<file path="src/sram_access_pkg.sv">
// Package: register map, field layout and carrier types of the buffer access bank
package sram_access_pkg;

  // ************************************************************
  // Register word indices (printed offsets are not all word aligned,
  // so each is an index and the byte address is four times it)
  // ************************************************************
  localparam logic [7:0] idx_rd_addr_high = 8'hf5;
  localparam logic [7:0] idx_rd_addr_low  = 8'hf4;
  localparam logic [7:0] idx_tx_hold      = 8'hf6;
  localparam logic [7:0] idx_tx_advance   = 8'hf8;
  localparam logic [7:0] idx_rx_peek      = 8'hf0;
  localparam logic [7:0] idx_rx_advance   = 8'hf2;
  localparam logic [7:0] idx_wr_addr_low  = 8'hfa;
  localparam logic [7:0] idx_wr_addr_high = 8'hfb;
  localparam logic [7:0] idx_len_low      = 8'hfc;
  localparam logic [7:0] idx_len_high     = 8'hfd;
  localparam logic [7:0] idx_status       = 8'hfe;
  localparam logic [7:0] idx_enable       = 8'hff;

  // ************************************************************
  // Field positions and constants
  // ************************************************************
  localparam int          bus_width_bit   = 7;
  localparam int          wrap_enable_bit = 7;
  localparam logic [7:0]  event_mask      = 8'h3f;
  localparam logic [7:0]  wrap_high_value = 8'h0c;
  localparam logic [15:0] step_byte       = 16'h0001;
  localparam logic [15:0] step_word       = 16'h0002;
  localparam logic [15:0] addr_reset      = 16'h0000;
  localparam logic [7:0]  byte_reset      = 8'h00;
  localparam logic [1:0]  resp_okay       = 2'b00;
  localparam logic [1:0]  resp_slverr     = 2'b10;

  // Event inputs, one pulse each, same bit order as the status register
  typedef struct packed {
    logic link_change;
    logic tx_underflow;
    logic rx_overflow_count_wrap;
    logic rx_overflow;
    logic frame_sent;
    logic frame_received;
  } events_t;

  // Buffer memory write request towards the transmit buffer
  typedef struct packed {
    logic        write;
    logic [15:0] addr;
    logic [15:0] data;
    logic        word;
  } mem_wr_t;

  // Bus slave handshake states, Gray coded
  typedef enum logic [1:0] {
    st_idle = 2'b00,
    st_resp = 2'b01
  } bus_state_t;

endpackage : sram_access_pkg

</file>
<file path="src/addr_step.sv">
// Buffer pointer advance with optional wrap back to the buffer start
`timescale 1ns/10ps
`default_nettype none
module addr_step #(
  parameter logic [15:0] wrap_start = 16'h0c00,
  parameter logic [15:0] wrap_end   = 16'h3fff
) (
  // Current pointer and mode
  input  wire logic [15:0] addr_i,
  input  wire logic        word_mode_i,
  input  wire logic        wrap_en_i,
  // Advanced pointer
  output logic      [15:0] next_addr_o
);

  logic [15:0] sum;

  // Step by one byte or one word; wrap only when enabled
  always_comb begin
    sum = addr_i + (word_mode_i ? sram_access_pkg::step_word
                                : sram_access_pkg::step_byte);
    if (wrap_en_i && (sum > wrap_end)) begin
      next_addr_o = wrap_start + (sum - wrap_end - 16'h0001);
    end else begin
      next_addr_o = sum;
    end
  end

endmodule // addr_step
`default_nettype wire

</file>
<file path="src/sram_access_irq_regs.sv">
// Buffer access ports, pointers, frame length and event registers
// Notes on behaviour
// - Write to hold port stores data at write pointer, pointer stays.
// - Write to advance port stores data, pointer rises 1 or 2.
// - Read pointer is 16 bits, high and low bytes, read and write.
// - Setting wrap enable loads read pointer high byte with 0Ch.
// - Write pointer is 16 bits, high and low bytes, host loadable.
// - Frame length is 16 bits, high and low bytes, read and write.
// - Status bit 7 is read-only bus width: 1 byte-wide, 0 word-wide.
// - Six event flags set by hardware, cleared by writing one.
// - Enable bits 5..0 gate matching flags onto the interrupt.
// - With wrap enable set, pointers wrap past buffer end to start.
// - Read of advancing receive port returns data, pointer rises 1 or 2.
// - Read of peek port keeps pointer and starts a prefetch.
//
// Added by the designer: register access over AXI4-Lite.
`timescale 1ns/10ps
`default_nettype none
module sram_access_irq_regs #(
  parameter logic [15:0] wrap_start = 16'h0c00,
  parameter logic [15:0] wrap_end   = 16'h3fff
) (
  // Clock and reset
  input  wire logic                     ref_clk_i,
  input  wire logic                     rstn_i,
  // AXI4-Lite write address and data
  input  wire logic                     s_axi_awvalid_i,
  output logic                          s_axi_awready_o,
  input  wire logic [9:0]               s_axi_awaddr_i,
  input  wire logic                     s_axi_wvalid_i,
  output logic                          s_axi_wready_o,
  input  wire logic [31:0]              s_axi_wdata_i,
  input  wire logic [3:0]               s_axi_wstrb_i,
  // AXI4-Lite write response
  output logic                          s_axi_bvalid_o,
  input  wire logic                     s_axi_bready_i,
  output logic [1:0]                    s_axi_bresp_o,
  // AXI4-Lite read
  input  wire logic                     s_axi_arvalid_i,
  output logic                          s_axi_arready_o,
  input  wire logic [9:0]               s_axi_araddr_i,
  output logic                          s_axi_rvalid_o,
  input  wire logic                     s_axi_rready_i,
  output logic [31:0]                   s_axi_rdata_o,
  output logic [1:0]                    s_axi_rresp_o,
  // Bus width strap pin, 1 for byte-wide mode
  input  wire logic                     bus_width_strap_i,
  // Event pulses from the frame engines
  input  wire sram_access_pkg::events_t events_i,
  // Receive buffer read data, valid the cycle after its address
  input  wire logic [15:0]              rx_mem_data_i,
  // Buffer memory side
  output sram_access_pkg::mem_wr_t      tx_mem_o,
  output logic [15:0]                   rx_mem_addr_o,
  output logic                          rx_prefetch_o,
  output logic [15:0]                   tx_frame_length_o,
  // Interrupt request
  output logic                          irq_o
);

  // ************************************************************
  // State
  // ************************************************************
  typedef struct packed {
    sram_access_pkg::bus_state_t wst;
    sram_access_pkg::bus_state_t rst;
    logic                        awready;
    logic                        wready;
    logic                        aw_held;
    logic                        w_held;
    logic [7:0]                  aw_idx;
    logic [31:0]                 wdata;
    logic                        arready;
    logic [1:0]                  bresp;
    logic [31:0]                 rdata;
    logic [1:0]                  rresp;
    logic                        strap_meta;
    logic                        strap_sync;
    logic [7:0]                  status;
    logic [7:0]                  enable;
    logic [15:0]                 rd_addr;
    logic [15:0]                 wr_addr;
    logic [15:0]                 length;
    sram_access_pkg::mem_wr_t    tx_mem;
    logic                        prefetch;
    logic                        irq;
  } state_t;

  state_t st;
  state_t next_st;

  logic [15:0] wr_addr_adv;
  logic [15:0] rd_addr_adv;
  logic        word_mode;
  logic        wrap_en;

  // Word index from a byte address; low two bits ignored
  function automatic logic [7:0] reg_index(input logic [9:0] a);
    reg_index = a[9:2];
  endfunction

  // Any mapped index answers OKAY, the rest SLVERR
  function automatic logic mapped(input logic [7:0] i);
    mapped = (i == sram_access_pkg::idx_rd_addr_high) ||
             (i == sram_access_pkg::idx_rd_addr_low)  ||
             (i == sram_access_pkg::idx_tx_hold)      ||
             (i == sram_access_pkg::idx_tx_advance)   ||
             (i == sram_access_pkg::idx_rx_peek)      ||
             (i == sram_access_pkg::idx_rx_advance)   ||
             (i == sram_access_pkg::idx_wr_addr_low)  ||
             (i == sram_access_pkg::idx_wr_addr_high) ||
             (i == sram_access_pkg::idx_len_low)      ||
             (i == sram_access_pkg::idx_len_high)     ||
             (i == sram_access_pkg::idx_status)       ||
             (i == sram_access_pkg::idx_enable);
  endfunction

  assign word_mode = ~st.strap_sync;
  assign wrap_en   = st.enable[sram_access_pkg::wrap_enable_bit];

  // ************************************************************
  // Pointer advance, one instance for each buffer direction
  // ************************************************************
  addr_step #(
    .wrap_start (wrap_start),
    .wrap_end   (wrap_end)
  ) u_wr_step (
    .addr_i      (st.wr_addr),
    .word_mode_i (word_mode),
    .wrap_en_i   (wrap_en),
    .next_addr_o (wr_addr_adv)
  );

  addr_step #(
    .wrap_start (wrap_start),
    .wrap_end   (wrap_end)
  ) u_rd_step (
    .addr_i      (st.rd_addr),
    .word_mode_i (word_mode),
    .wrap_en_i   (wrap_en),
    .next_addr_o (rd_addr_adv)
  );

  // ************************************************************
  // Next state
  // ************************************************************
  always_comb begin
    logic        do_wr;
    logic [7:0]  widx;
    logic [7:0]  ridx;
    logic [7:0]  wb;
    logic [7:0]  rb;
    logic        do_rd;
    do_wr = 1'b0;
    widx = 8'h00;
    ridx = 8'h00;
    wb = 8'h00;
    rb = 8'h00;
    do_rd = 1'b0;
    next_st = st;
    next_st.tx_mem.write = 1'b0;
    next_st.prefetch = 1'b0;
    // Strap crosses in on two flops before use
    next_st.strap_meta = bus_width_strap_i;
    next_st.strap_sync = st.strap_meta;

    // Capture address and data in either order
    if (s_axi_awvalid_i && st.awready) begin
      next_st.aw_held = 1'b1;
      next_st.awready = 1'b0;
      next_st.aw_idx  = reg_index(s_axi_awaddr_i);
    end
    if (s_axi_wvalid_i && st.wready) begin
      next_st.w_held = 1'b1;
      next_st.wready = 1'b0;
      next_st.wdata  = s_axi_wdata_i;
    end

    // Write executes once both halves are held
    if (st.wst == sram_access_pkg::st_idle && st.aw_held && st.w_held) begin
      do_wr = 1'b1;
      widx  = st.aw_idx;
      wb    = st.wdata[7:0];
      next_st.wst     = sram_access_pkg::st_resp;
      next_st.aw_held = 1'b0;
      next_st.w_held  = 1'b0;
      next_st.bresp   = mapped(widx) ? sram_access_pkg::resp_okay
                                     : sram_access_pkg::resp_slverr;
    end
    if (st.wst == sram_access_pkg::st_resp && s_axi_bready_i) begin
      next_st.wst     = sram_access_pkg::st_idle;
      next_st.awready = 1'b1;
      next_st.wready  = 1'b1;
    end

    // Event flags: hardware set wins over a same-cycle clear
    if (do_wr && widx == sram_access_pkg::idx_status) begin
      next_st.status = st.status & ~(wb & sram_access_pkg::event_mask);
    end
    next_st.status = (next_st.status & sram_access_pkg::event_mask)
                   | ({2'b00, events_i} & sram_access_pkg::event_mask);

    if (do_wr) begin
      case (widx)
        sram_access_pkg::idx_rd_addr_low:  next_st.rd_addr[7:0]  = wb;
        sram_access_pkg::idx_rd_addr_high: next_st.rd_addr[15:8] = wb;
        sram_access_pkg::idx_wr_addr_low:  next_st.wr_addr[7:0]  = wb;
        sram_access_pkg::idx_wr_addr_high: next_st.wr_addr[15:8] = wb;
        sram_access_pkg::idx_len_low:      next_st.length[7:0]   = wb;
        sram_access_pkg::idx_len_high:     next_st.length[15:8]  = wb;
        sram_access_pkg::idx_enable: begin
          // Bit 6 is reserved and stays zero
          next_st.enable = wb & (sram_access_pkg::event_mask |
                           (8'h01 << sram_access_pkg::wrap_enable_bit));
          if (wb[sram_access_pkg::wrap_enable_bit]) begin
            next_st.rd_addr[15:8] = sram_access_pkg::wrap_high_value;
          end
        end
        sram_access_pkg::idx_tx_hold: begin
          next_st.tx_mem = '{1'b1, st.wr_addr, st.wdata[15:0], word_mode};
        end
        sram_access_pkg::idx_tx_advance: begin
          next_st.tx_mem  = '{1'b1, st.wr_addr, st.wdata[15:0], word_mode};
          next_st.wr_addr = wr_addr_adv;
        end
        default: begin
        end
      endcase
    end

    // Read channel: answer one cycle after the address is taken
    if (st.rst == sram_access_pkg::st_idle && s_axi_arvalid_i) begin
      do_rd = 1'b1;
      ridx  = reg_index(s_axi_araddr_i);
      next_st.arready = 1'b0;
      next_st.rst     = sram_access_pkg::st_resp;
      next_st.rresp   = mapped(ridx) ? sram_access_pkg::resp_okay
                                     : sram_access_pkg::resp_slverr;
    end
    if (st.rst == sram_access_pkg::st_resp && s_axi_rready_i) begin
      next_st.rst     = sram_access_pkg::st_idle;
      next_st.arready = 1'b1;
    end

    if (do_rd) begin
      case (ridx)
        sram_access_pkg::idx_rd_addr_low:  rb = st.rd_addr[7:0];
        sram_access_pkg::idx_rd_addr_high: rb = st.rd_addr[15:8];
        sram_access_pkg::idx_wr_addr_low:  rb = st.wr_addr[7:0];
        sram_access_pkg::idx_wr_addr_high: rb = st.wr_addr[15:8];
        sram_access_pkg::idx_len_low:      rb = st.length[7:0];
        sram_access_pkg::idx_len_high:     rb = st.length[15:8];
        sram_access_pkg::idx_enable:       rb = st.enable;
        sram_access_pkg::idx_status: begin
          rb = st.status;
          rb[sram_access_pkg::bus_width_bit] = st.strap_sync;
        end
        sram_access_pkg::idx_rx_peek: begin
          next_st.prefetch = 1'b1;
        end
        sram_access_pkg::idx_rx_advance: begin
          next_st.rd_addr = rd_addr_adv;
        end
        default: rb = 8'h00;
      endcase
      next_st.rdata = {24'h00_0000, rb};
      // Data ports return memory data; upper half only in word mode
      if (ridx == sram_access_pkg::idx_rx_peek ||
          ridx == sram_access_pkg::idx_rx_advance) begin
        next_st.rdata = {16'h0000, word_mode ? rx_mem_data_i[15:8] : 8'h00,
                         rx_mem_data_i[7:0]};
      end
    end

    next_st.irq = |(next_st.status & st.enable & sram_access_pkg::event_mask);
  end

  // ************************************************************
  // Registers
  // ************************************************************
  always_ff @(posedge ref_clk_i or negedge rstn_i) begin
    if (!rstn_i) begin
      st <= '{wst: sram_access_pkg::st_idle, rst: sram_access_pkg::st_idle,
              awready: 1'b1, wready: 1'b1, arready: 1'b1,
              rd_addr: sram_access_pkg::addr_reset,
              wr_addr: sram_access_pkg::addr_reset,
              status: sram_access_pkg::byte_reset,
              enable: sram_access_pkg::byte_reset,
              default: '0};
    end else begin
      st <= next_st;
    end
  end

  // Outputs straight from flops; rdata is one cycle behind the address
  assign s_axi_awready_o   = st.awready;
  assign s_axi_wready_o    = st.wready;
  assign s_axi_bvalid_o    = (st.wst == sram_access_pkg::st_resp);
  assign s_axi_bresp_o     = st.bresp;
  assign s_axi_arready_o   = st.arready;
  assign s_axi_rvalid_o    = (st.rst == sram_access_pkg::st_resp);
  assign s_axi_rdata_o     = st.rdata;
  assign s_axi_rresp_o     = st.rresp;
  assign tx_mem_o          = st.tx_mem;
  assign rx_mem_addr_o     = st.rd_addr;
  assign rx_prefetch_o     = st.prefetch;
  assign tx_frame_length_o = st.length;
  assign irq_o             = st.irq;

endmodule // sram_access_irq_regs
`default_nettype wire

</file>
<file path="config.mk">
export PLATFORM = sky130hd
export DESIGN_NAME = sram_access_irq_regs
export DESIGN_NICKNAME = d
export VERILOG_FILES = /design/src/sram_access_pkg.sv /design/src/addr_step.sv /design/src/sram_access_irq_regs.sv
export SDC_FILE = /design/constraint.sdc
export NUM_CORES = 1
export LEC_CHECK = 0
export BUFFER_PORTS_ARGS = -buffer_cell sky130_fd_sc_hd__buf_4
export CELL_PAD_IN_SITES_DETAIL_PLACEMENT = 1
export CELL_PAD_IN_SITES_GLOBAL_PLACEMENT = 1
export CORE_AREA = 5 5 150 152
export CTS_CLUSTER_DIAMETER = 50
export DETAILED_ROUTE_END_ITERATION = 10
export DIE_AREA = 0 0 155 157
export GPL_TIMING_DRIVEN = 0
export PLACE_DENSITY = 0.78
export SLEW_MARGIN = 20
export SYNTH_ARGS = -nofsm -noshare
export SYNTH_HDL_FRONTEND = slang
export SYNTH_SLANG_ARGS = --single-unit
</file>
<file path="constraint.sdc">
create_clock -name ref_clk_i -period 5.26 [get_ports ref_clk_i]
set_input_delay 0.263 -clock ref_clk_i [delete_from_list [all_inputs] [get_ports ref_clk_i]]
set_output_delay 0.263 -clock ref_clk_i [all_outputs]
set_load 0.03 [all_outputs]
</file>
==> results.ini, run 1 <==
[setup_path]
start_kind = flip-flop
critPathMaxStageDelay_ps = 650
critPathMaxFanout = 7
critPathLaunch = st[100]
reg2reg_from = st[100]
cp-end-kind = flip-flop
cpLargestDelayFamily = compound AO/OA/AOI/OAI gates
crit_path_cell_trace = ha_1 > inv_1 > fa_1 > nand3b_1 > nor2_1 > nand4_1 > a221oi_2 > o21ai_0 > xnor2_1 > a21oi_1
crit_end = rx_mem_addr_o[14]
arrival_ps = 3900
cp.required_ps = 5540
cp.depth = 10
r2r.worst_path.cells = 10
regToRegSetupSlack_ps = 1640
critical_path_class = reg -> reg
slowest_stage = dfrtp_1
critPathBufInv = 1
reg2reg_to = rx_mem_addr_o[14]

[synth]
synthCells = 817
yosysTopAreaCell = dfrtp_1
async_reset_ff_frac = 1.000
ys_seq_area_frac = 0.4502
yosys.area.top_type_share = 0.4406
synth-edff-count = 0
synth_area_per_cell_um2 = 10.08
ys_types = 71
synth-main-ff-cell = dfrtp_1
ys_ff_latch = 148
synth_area_leaders = dfrtp_1, mux2_2, buf_4
netlist_area_mm2 = 0.008235
synth_warnings = 0

[worst_hold_path]
hp-class = in -> reg

[clock_tree]
clkLatencyLatePin_ps = 430
cts_tree = yes
cts_made_buffers = 17
clock_path_buffers = 2
cts-root-buf = clkbuf_16
cts_resized = 0
path_clk_slew_ps = 60
cts.sinks = 148
ctsHtreeMaxLevel = 4

[run]
cap_violations = 0

[timing]
rsz0062_at_grt = no
worst_pin_slew_ps = 1063
setup_tns_ps = 0
fin_skew_ps = 6.669
setup_violations = 0
clock.fmax_ghz = 0.2765
slew_headroom = 0.2848
finalCriticalPeriod_ps = 3616
hold_viol = 0
slew_viol_final = 0
period_share = 0.6875

[die]
std_cell_rows = 53
initial_core_util = 0.3942
ios = 195
core_mm2 = 0.02089
die_area_mm2 = 0.02434
die_w_um = 155
die_y_um = 157

[placed_design]
gp_congestion = 0.8935
io_buffers = 150
hpwl_mm = 19.52

[routing]
wire_per_inst_um = 20.13
via_per_inst = 5.355
firstDrtPassIters = 5
dr.first_iter.drc_count = 614
routed_wl_mm = 26.09
vias = 6940
ant_nets = 0
drc = 0

[layout]
n_fill_cell = 2359
multi_input_area_mm2 = 0.003591
insertedDiodeCount = 0
final_cell_mix = buf_4, dfrtp_1, nand2_1
fin_util = 0.5009
nets = 1103
drive_gt1_frac = 0.3849
ff_latch_area_mm2 = 0.003707
area.growth.synth_to_final_pct = 27.06
final_common_cell = buf_4

[grt]
grt_pass1_vias = 7124
grt_pass1_wl_mm = 41.12
grt_max_degree = 91
grt.total_usage = 0.2164
grt_overflow_total = 0
grt_antenna_before_repair = 0

[run_status]
status = complete, no violations

[power_and_ir_drop]
pwr_density_cell_mw_per_mm2 = 351.7
power.leakage_nw = 4.944
max-vdd-ir-drop_v = 0.0002066

cell families after synthesis:
| group | synth area share |
|---|---|
| muxes | 0.1098 |
| adders and majority gates | 0.01550 |
| and+or+nand+nor | 0.1421 |
| other | 0.0004554 |
| xor gates and xnor gates | 0.02021 |
| AOI/OAI and AO/OA | 0.1381 |
| DFF | 0.4502 |
| buffers and inverters | 0.1237 |
sequential cells by signal, indices dropped and copies added, names as in the netlist:
name / flops
tx_mem_o: 34
st: 58
s_axi_bresp_o: 1
rx_prefetch_o: 1
irq_o: 1
tx_frame_length_o: 16
s_axi_arready_o: 1
s_axi_wready_o: 1
s_axi_awready_o: 1
next_st: 1
rx_mem_addr_o: 16
s_axi_rdata_o: 16
s_axi_rresp_o: 1
how the worst min path moves through the flow:
stage                   startpoint           to  slack (ps)  cells past startpoint
floorplan                   rstn_i        irq_o         -30                      0
global placement      next_st[100]      st[100]         340                      0
detailed placement          rstn_i  tx_mem_o[3]         240                      1
CTS                 s_axi_rready_i      st[183]          20                      2
global route        s_axi_rready_i      st[183]          20                      2
finish              s_axi_rready_i      st[183]          30                      2
metrics by stage:
stage | hold WS (ps) | power (mW) | area, µm² | setup WS [ps] | instances
floorplan | -32.59 | 2.061 | 8299 | 2443 | 834
global placement | 335.3 | 2.390 | 9769 | 1696 | 1259
detailed placement | 235.4 | 2.433 | 9817 | 1699 | 1260
CTS | 21.68 | 3.709 | 10460 | 1650 | 1296
finish | 30.59 | 3.680 | 10460 | 1644 | 1296
global route | 18.90 | 3.861 | 10460 | 1408 | 1296
layout make-up:
| class | count | area share |
|---|---|---|
| sequential | 148 | 0.3543 |
| multi-input combinational | 521 | 0.3432 |
| timing repair buffer | 155 | 0.1148 |
| buffer | 141 | 0.08872 |
| clock buffer | 20 | 0.04269 |
| tap | 275 | 0.03288 |
| clock inverter | 12 | 0.01483 |
| inverter | 24 | 0.008609 |
timing repair:
item / CTS / global route
endpoints found under the hold margin: 60 / 0
setup endpoints to repair: 0 / 0
buffers inserted: 0 / 0
hold buffers: 4 / 0
where the power goes:
part | switching, mW | internal [mW] | leakage, nW
clock network | 0.504 | 0.760 | 0.291
registers | 0.184 | 1.32 | 1.94
logic | 0.524 | 0.389 | 2.71
Yosys cell counts (all sizes together) (6+ instances only):
| cell | instances |
|---|---|
| a21o | 7 |
| a21oi | 43 |
| a222oi | 10 |
| a22o | 8 |
| a22oi | 15 |
| and2 | 8 |
| buf | 108 |
| clkbuf | 33 |
| dfrtp | 145 |
| ha | 7 |
| inv | 24 |
| mux2 | 75 |
| mux2i | 6 |
| nand2 | 77 |
| nand3 | 22 |
| nand4 | 6 |
| nor2 | 41 |
| nor3 | 19 |
| nor4 | 9 |
| o21ai | 46 |
| or2 | 6 |
| xnor2 | 18 |
per-layer routing:
metal / global-route usage / part of all wire / vias up
met4: 0.06350 / 0.021 / 0
met3: 0.04234 / 0.061 / 41
met5: 0 / 0 / -
met2: 0.3471 / 0.47 / 269
li1: - / - / 3170
met1: 0.2990 / 0.45 / 3460
Power figures use the tool's default switching activity.
==> run 2: changes to the inputs <==
==> constraint.sdc (replaced) <==
create_clock -name ref_clk_i -period 3.4 [get_ports ref_clk_i]
set_input_delay 0.17 -clock ref_clk_i [delete_from_list [all_inputs] [get_ports ref_clk_i]]
set_output_delay 0.17 -clock ref_clk_i [all_outputs]
set_load 0.03 [all_outputs]
==> run 2 against run 1 <==
  * Count of clock-buffer cells in the layout is the same
  * Non-clock buffer count grew 48
  * Global-route usage grew 0.82 points
  * Design area grew 4.9%
  * Sequential power grew 55%
  * Wire length grew 4.7%
  * Fmax grew 11%
  * Sequential share of layout area shrank 1.6 points
  * Largest power group unchanged
  * Critical path depth is the same
  * Critical endpoint is now st[65]
  * Largest cell class unchanged
==> results.ini, run 2 (same netlist as run 1, synthesis figures left out) <==
[run_status]
status = complete, no violations  ; unchanged

[setup_path]
arrival_ps = 3560  ; was 3900 ps
start_kind = flip-flop  ; unchanged
crit_top_cell = nor3_1
critPathBufInv = 1  ; unchanged
critical_path_class = reg -> reg  ; unchanged
regToRegSetupSlack_ps = 150  ; was 1640 ps
critPathMaxFanout = 7  ; unchanged
cp-end-kind = flip-flop  ; unchanged
slowest_stage = dfrtp_2  ; was dfrtp_1
critPathMaxStageDelay_ps = 530  ; was 650 ps
reg2reg_from = st[100]  ; unchanged
reg2reg_to = st[65]  ; was rx_mem_addr_o[14]
cp.required_ps = 3710  ; was 5540 ps
cpLargestDelayFamily = simple AND/OR/NAND/NOR gates  ; was compound AO/OA/AOI/OAI gates
crit_path_cell_trace = ha_1 > inv_1 > fa_1 > nand4b_2 > nor4_4 > nor3_1 > a311oi_4 > and3_1 > nor3_1 > a221o_1  ; was ha_1 > inv_1 > fa_1 > nand3b_1 > nor2_1 > nand4_1 > a221oi_2 > o21ai_0 > xnor2_1 > a21oi_1
r2r.worst_path.cells = 10  ; unchanged

[clock_tree]
cts_tree = yes  ; unchanged
cts_made_buffers = 17  ; unchanged
cts-root-buf = clkbuf_16  ; unchanged
path_clk_slew_ps = 60  ; about the same
clock_path_buffers = 2  ; unchanged
cts.sinks = 148  ; unchanged
clkLatencyLatePin_ps = 430  ; about the same
ctsHtreeMaxLevel = 4  ; unchanged

[routing]
firstDrtPassIters = 6  ; was 5
routed_wl_mm = 27.30  ; was 26.09 mm
vias = 7199  ; was 6940
ant_nets = 0  ; unchanged
via_per_inst = 5.356  ; was 5.355
wire_per_inst_um = 20.31  ; was 20.13 µm
dr.first_iter.drc_count = 579  ; was 614
drc = 0  ; unchanged

[power_and_ir_drop]
max-vdd-ir-drop_v = 0.0003351  ; was 0.0002066 V
power.leakage_nw = 5.168  ; was 4.944 nW
pwr_density_cell_mw_per_mm2 = 525.5  ; was 351.7 mW/mm²

[placed_design]
place_ws_ps = -161.4  ; was 1699 ps
gp_congestion = 0.8935  ; unchanged
hpwl_mm = 19.52  ; unchanged
io_buffers = 150  ; unchanged

[layout]
n_fill_cell = 2315  ; was 2359
final_common_cell = buf_4  ; unchanged
final_cell_mix = buf_4, dfrtp_1, nand2_1  ; unchanged
fin_util = 0.5254  ; was 0.5009
drive_gt1_frac = 0.3761  ; was 0.3849
area.growth.synth_to_final_pct = 33.26  ; was 27.06%
largest_reg_flops = 58  ; unchanged
nets = 1151  ; was 1103
largest_register = st  ; unchanged
insertedDiodeCount = 0  ; unchanged

[timing]
setup_violations = 0  ; unchanged
fin_skew_ps = 7.605  ; was 6.669 ps
setup_slack_ps = 152.8  ; was 1644 ps
finalCriticalPeriod_ps = 3247  ; was 3616 ps
clock.fmax_ghz = 0.3080  ; was 0.2765 GHz
worst_pin_slew_ps = 1088  ; was 1063 ps
slew_headroom = 0.2677  ; was 0.2848
setup_tns_ps = 0  ; unchanged
slew_viol_final = 0  ; unchanged
rsz0062_at_grt = no  ; unchanged
hold_viol = 0  ; unchanged
period_share = 0.9551  ; was 0.6875

[die]
ios = 195  ; unchanged
die_area_mm2 = 0.02434  ; unchanged
die_w_um = 155  ; unchanged
initial_core_util = 0.3942  ; unchanged
die_y_um = 157  ; unchanged
std_cell_rows = 53  ; unchanged
core_mm2 = 0.02089  ; unchanged

[grt]
grt_pass1_vias = 7443  ; was 7124
grt_overflow_total = 0  ; unchanged
grt_max_degree = 91  ; unchanged
grt_antenna_before_repair = 0  ; unchanged
grt_pass1_wl_mm = 42.71  ; was 41.12 mm
grt.total_usage = 0.2245  ; was 0.2164

[run]
cap_violations = 0  ; unchanged

[worst_hold_path]
min_from = s_axi_araddr_i[6]  ; was s_axi_rready_i
hp-class = in -> reg  ; unchanged
hold_depth = 3  ; was 2
worstHoldEndpoint = rx_prefetch_o  ; was st[183]

## run 2: cell types whose count changed in the layout (fill, tap and decap cells not counted), sizes merged
cell,delta
dlygate4sd3,+43
buf,+5
## run 2: through the flow
step / instances / total power, mW / instance area (µm²) / hold WS [ps]
after floorplan: 834 / 3.189 / 8299 / -125.6
after global placement: 1259 / 3.697 / 9769 / 289.0
after detailed placement: 1260 / 3.764 / 9817 / 142.4
after CTS: 1339 / 5.788 / 10910 / 71.11
after global routing: 1344 / 6.049 / 10970 / 93.99
final: 1344 / 5.767 / 10970 / 87.83
## run 2: worst max-delay path by stage
stage                  from                 to  slack, ps  cells past startpoint
global placement    st[100]             st[66]       -160                     10
detailed placement  st[100]  rx_mem_addr_o[14]       -160                     10
floorplan           st[100]             st[66]        580                     10
CTS                 st[183]   s_axi_rdata_o[1]         30                      7
global route        st[100]             st[66]         10                     10
finish              st[100]             st[65]        150                     10
## run 2: final cells by class
type / instances / area, µm² / share of cell area
sequential: 148 / 3709 / 0.3379
tap: 275 / 344.1 / 0.03135
clock buffer: 20 / 446.7 / 0.04070
clock inverter: 12 / 155.1 / 0.01414
inverter: 24 / 90.09 / 0.008209
multi-input combinational: 521 / 3632 / 0.3310
timing repair buffer: 203 / 1669 / 0.1521
buffer: 141 / 928.4 / 0.08460
## run 2: what timing repair did
action	in CTS	in global routing
pin swaps	1	3
buffers inserted	0	5
hold buffers	47	0
endpoints found under the hold margin	101	0
resized for setup	3	4
endpoints found under the setup margin	6	6
cloned	0	0
## run 2: metal layers
layer  up-vias  global-route usage  wire, µm
li1       3260                   -         -
met1      3599              0.3075     11960
met2       294              0.3692     13050
met3        46             0.03822      1718
met4         0             0.06308       570
met5         -                   0         0
## run 2: worst register-to-register path, cell delays in order, from the launching register on
cell      delay, ps
dfrtp_2         530
ha_1            230
inv_1            60
fa_1            440
nand4b_2        420
nor4_4          370
nor3_1          150
a311oi_4        390
and3_1          210
nor3_1           50
a221o_1         280
## run 2: power breakdown
group	switching (mW)	internal [mW]	total, mW
sequential	0.289	2.04	2.33
clock	0.783	1.18	1.96
combinational	0.834	0.643	1.48
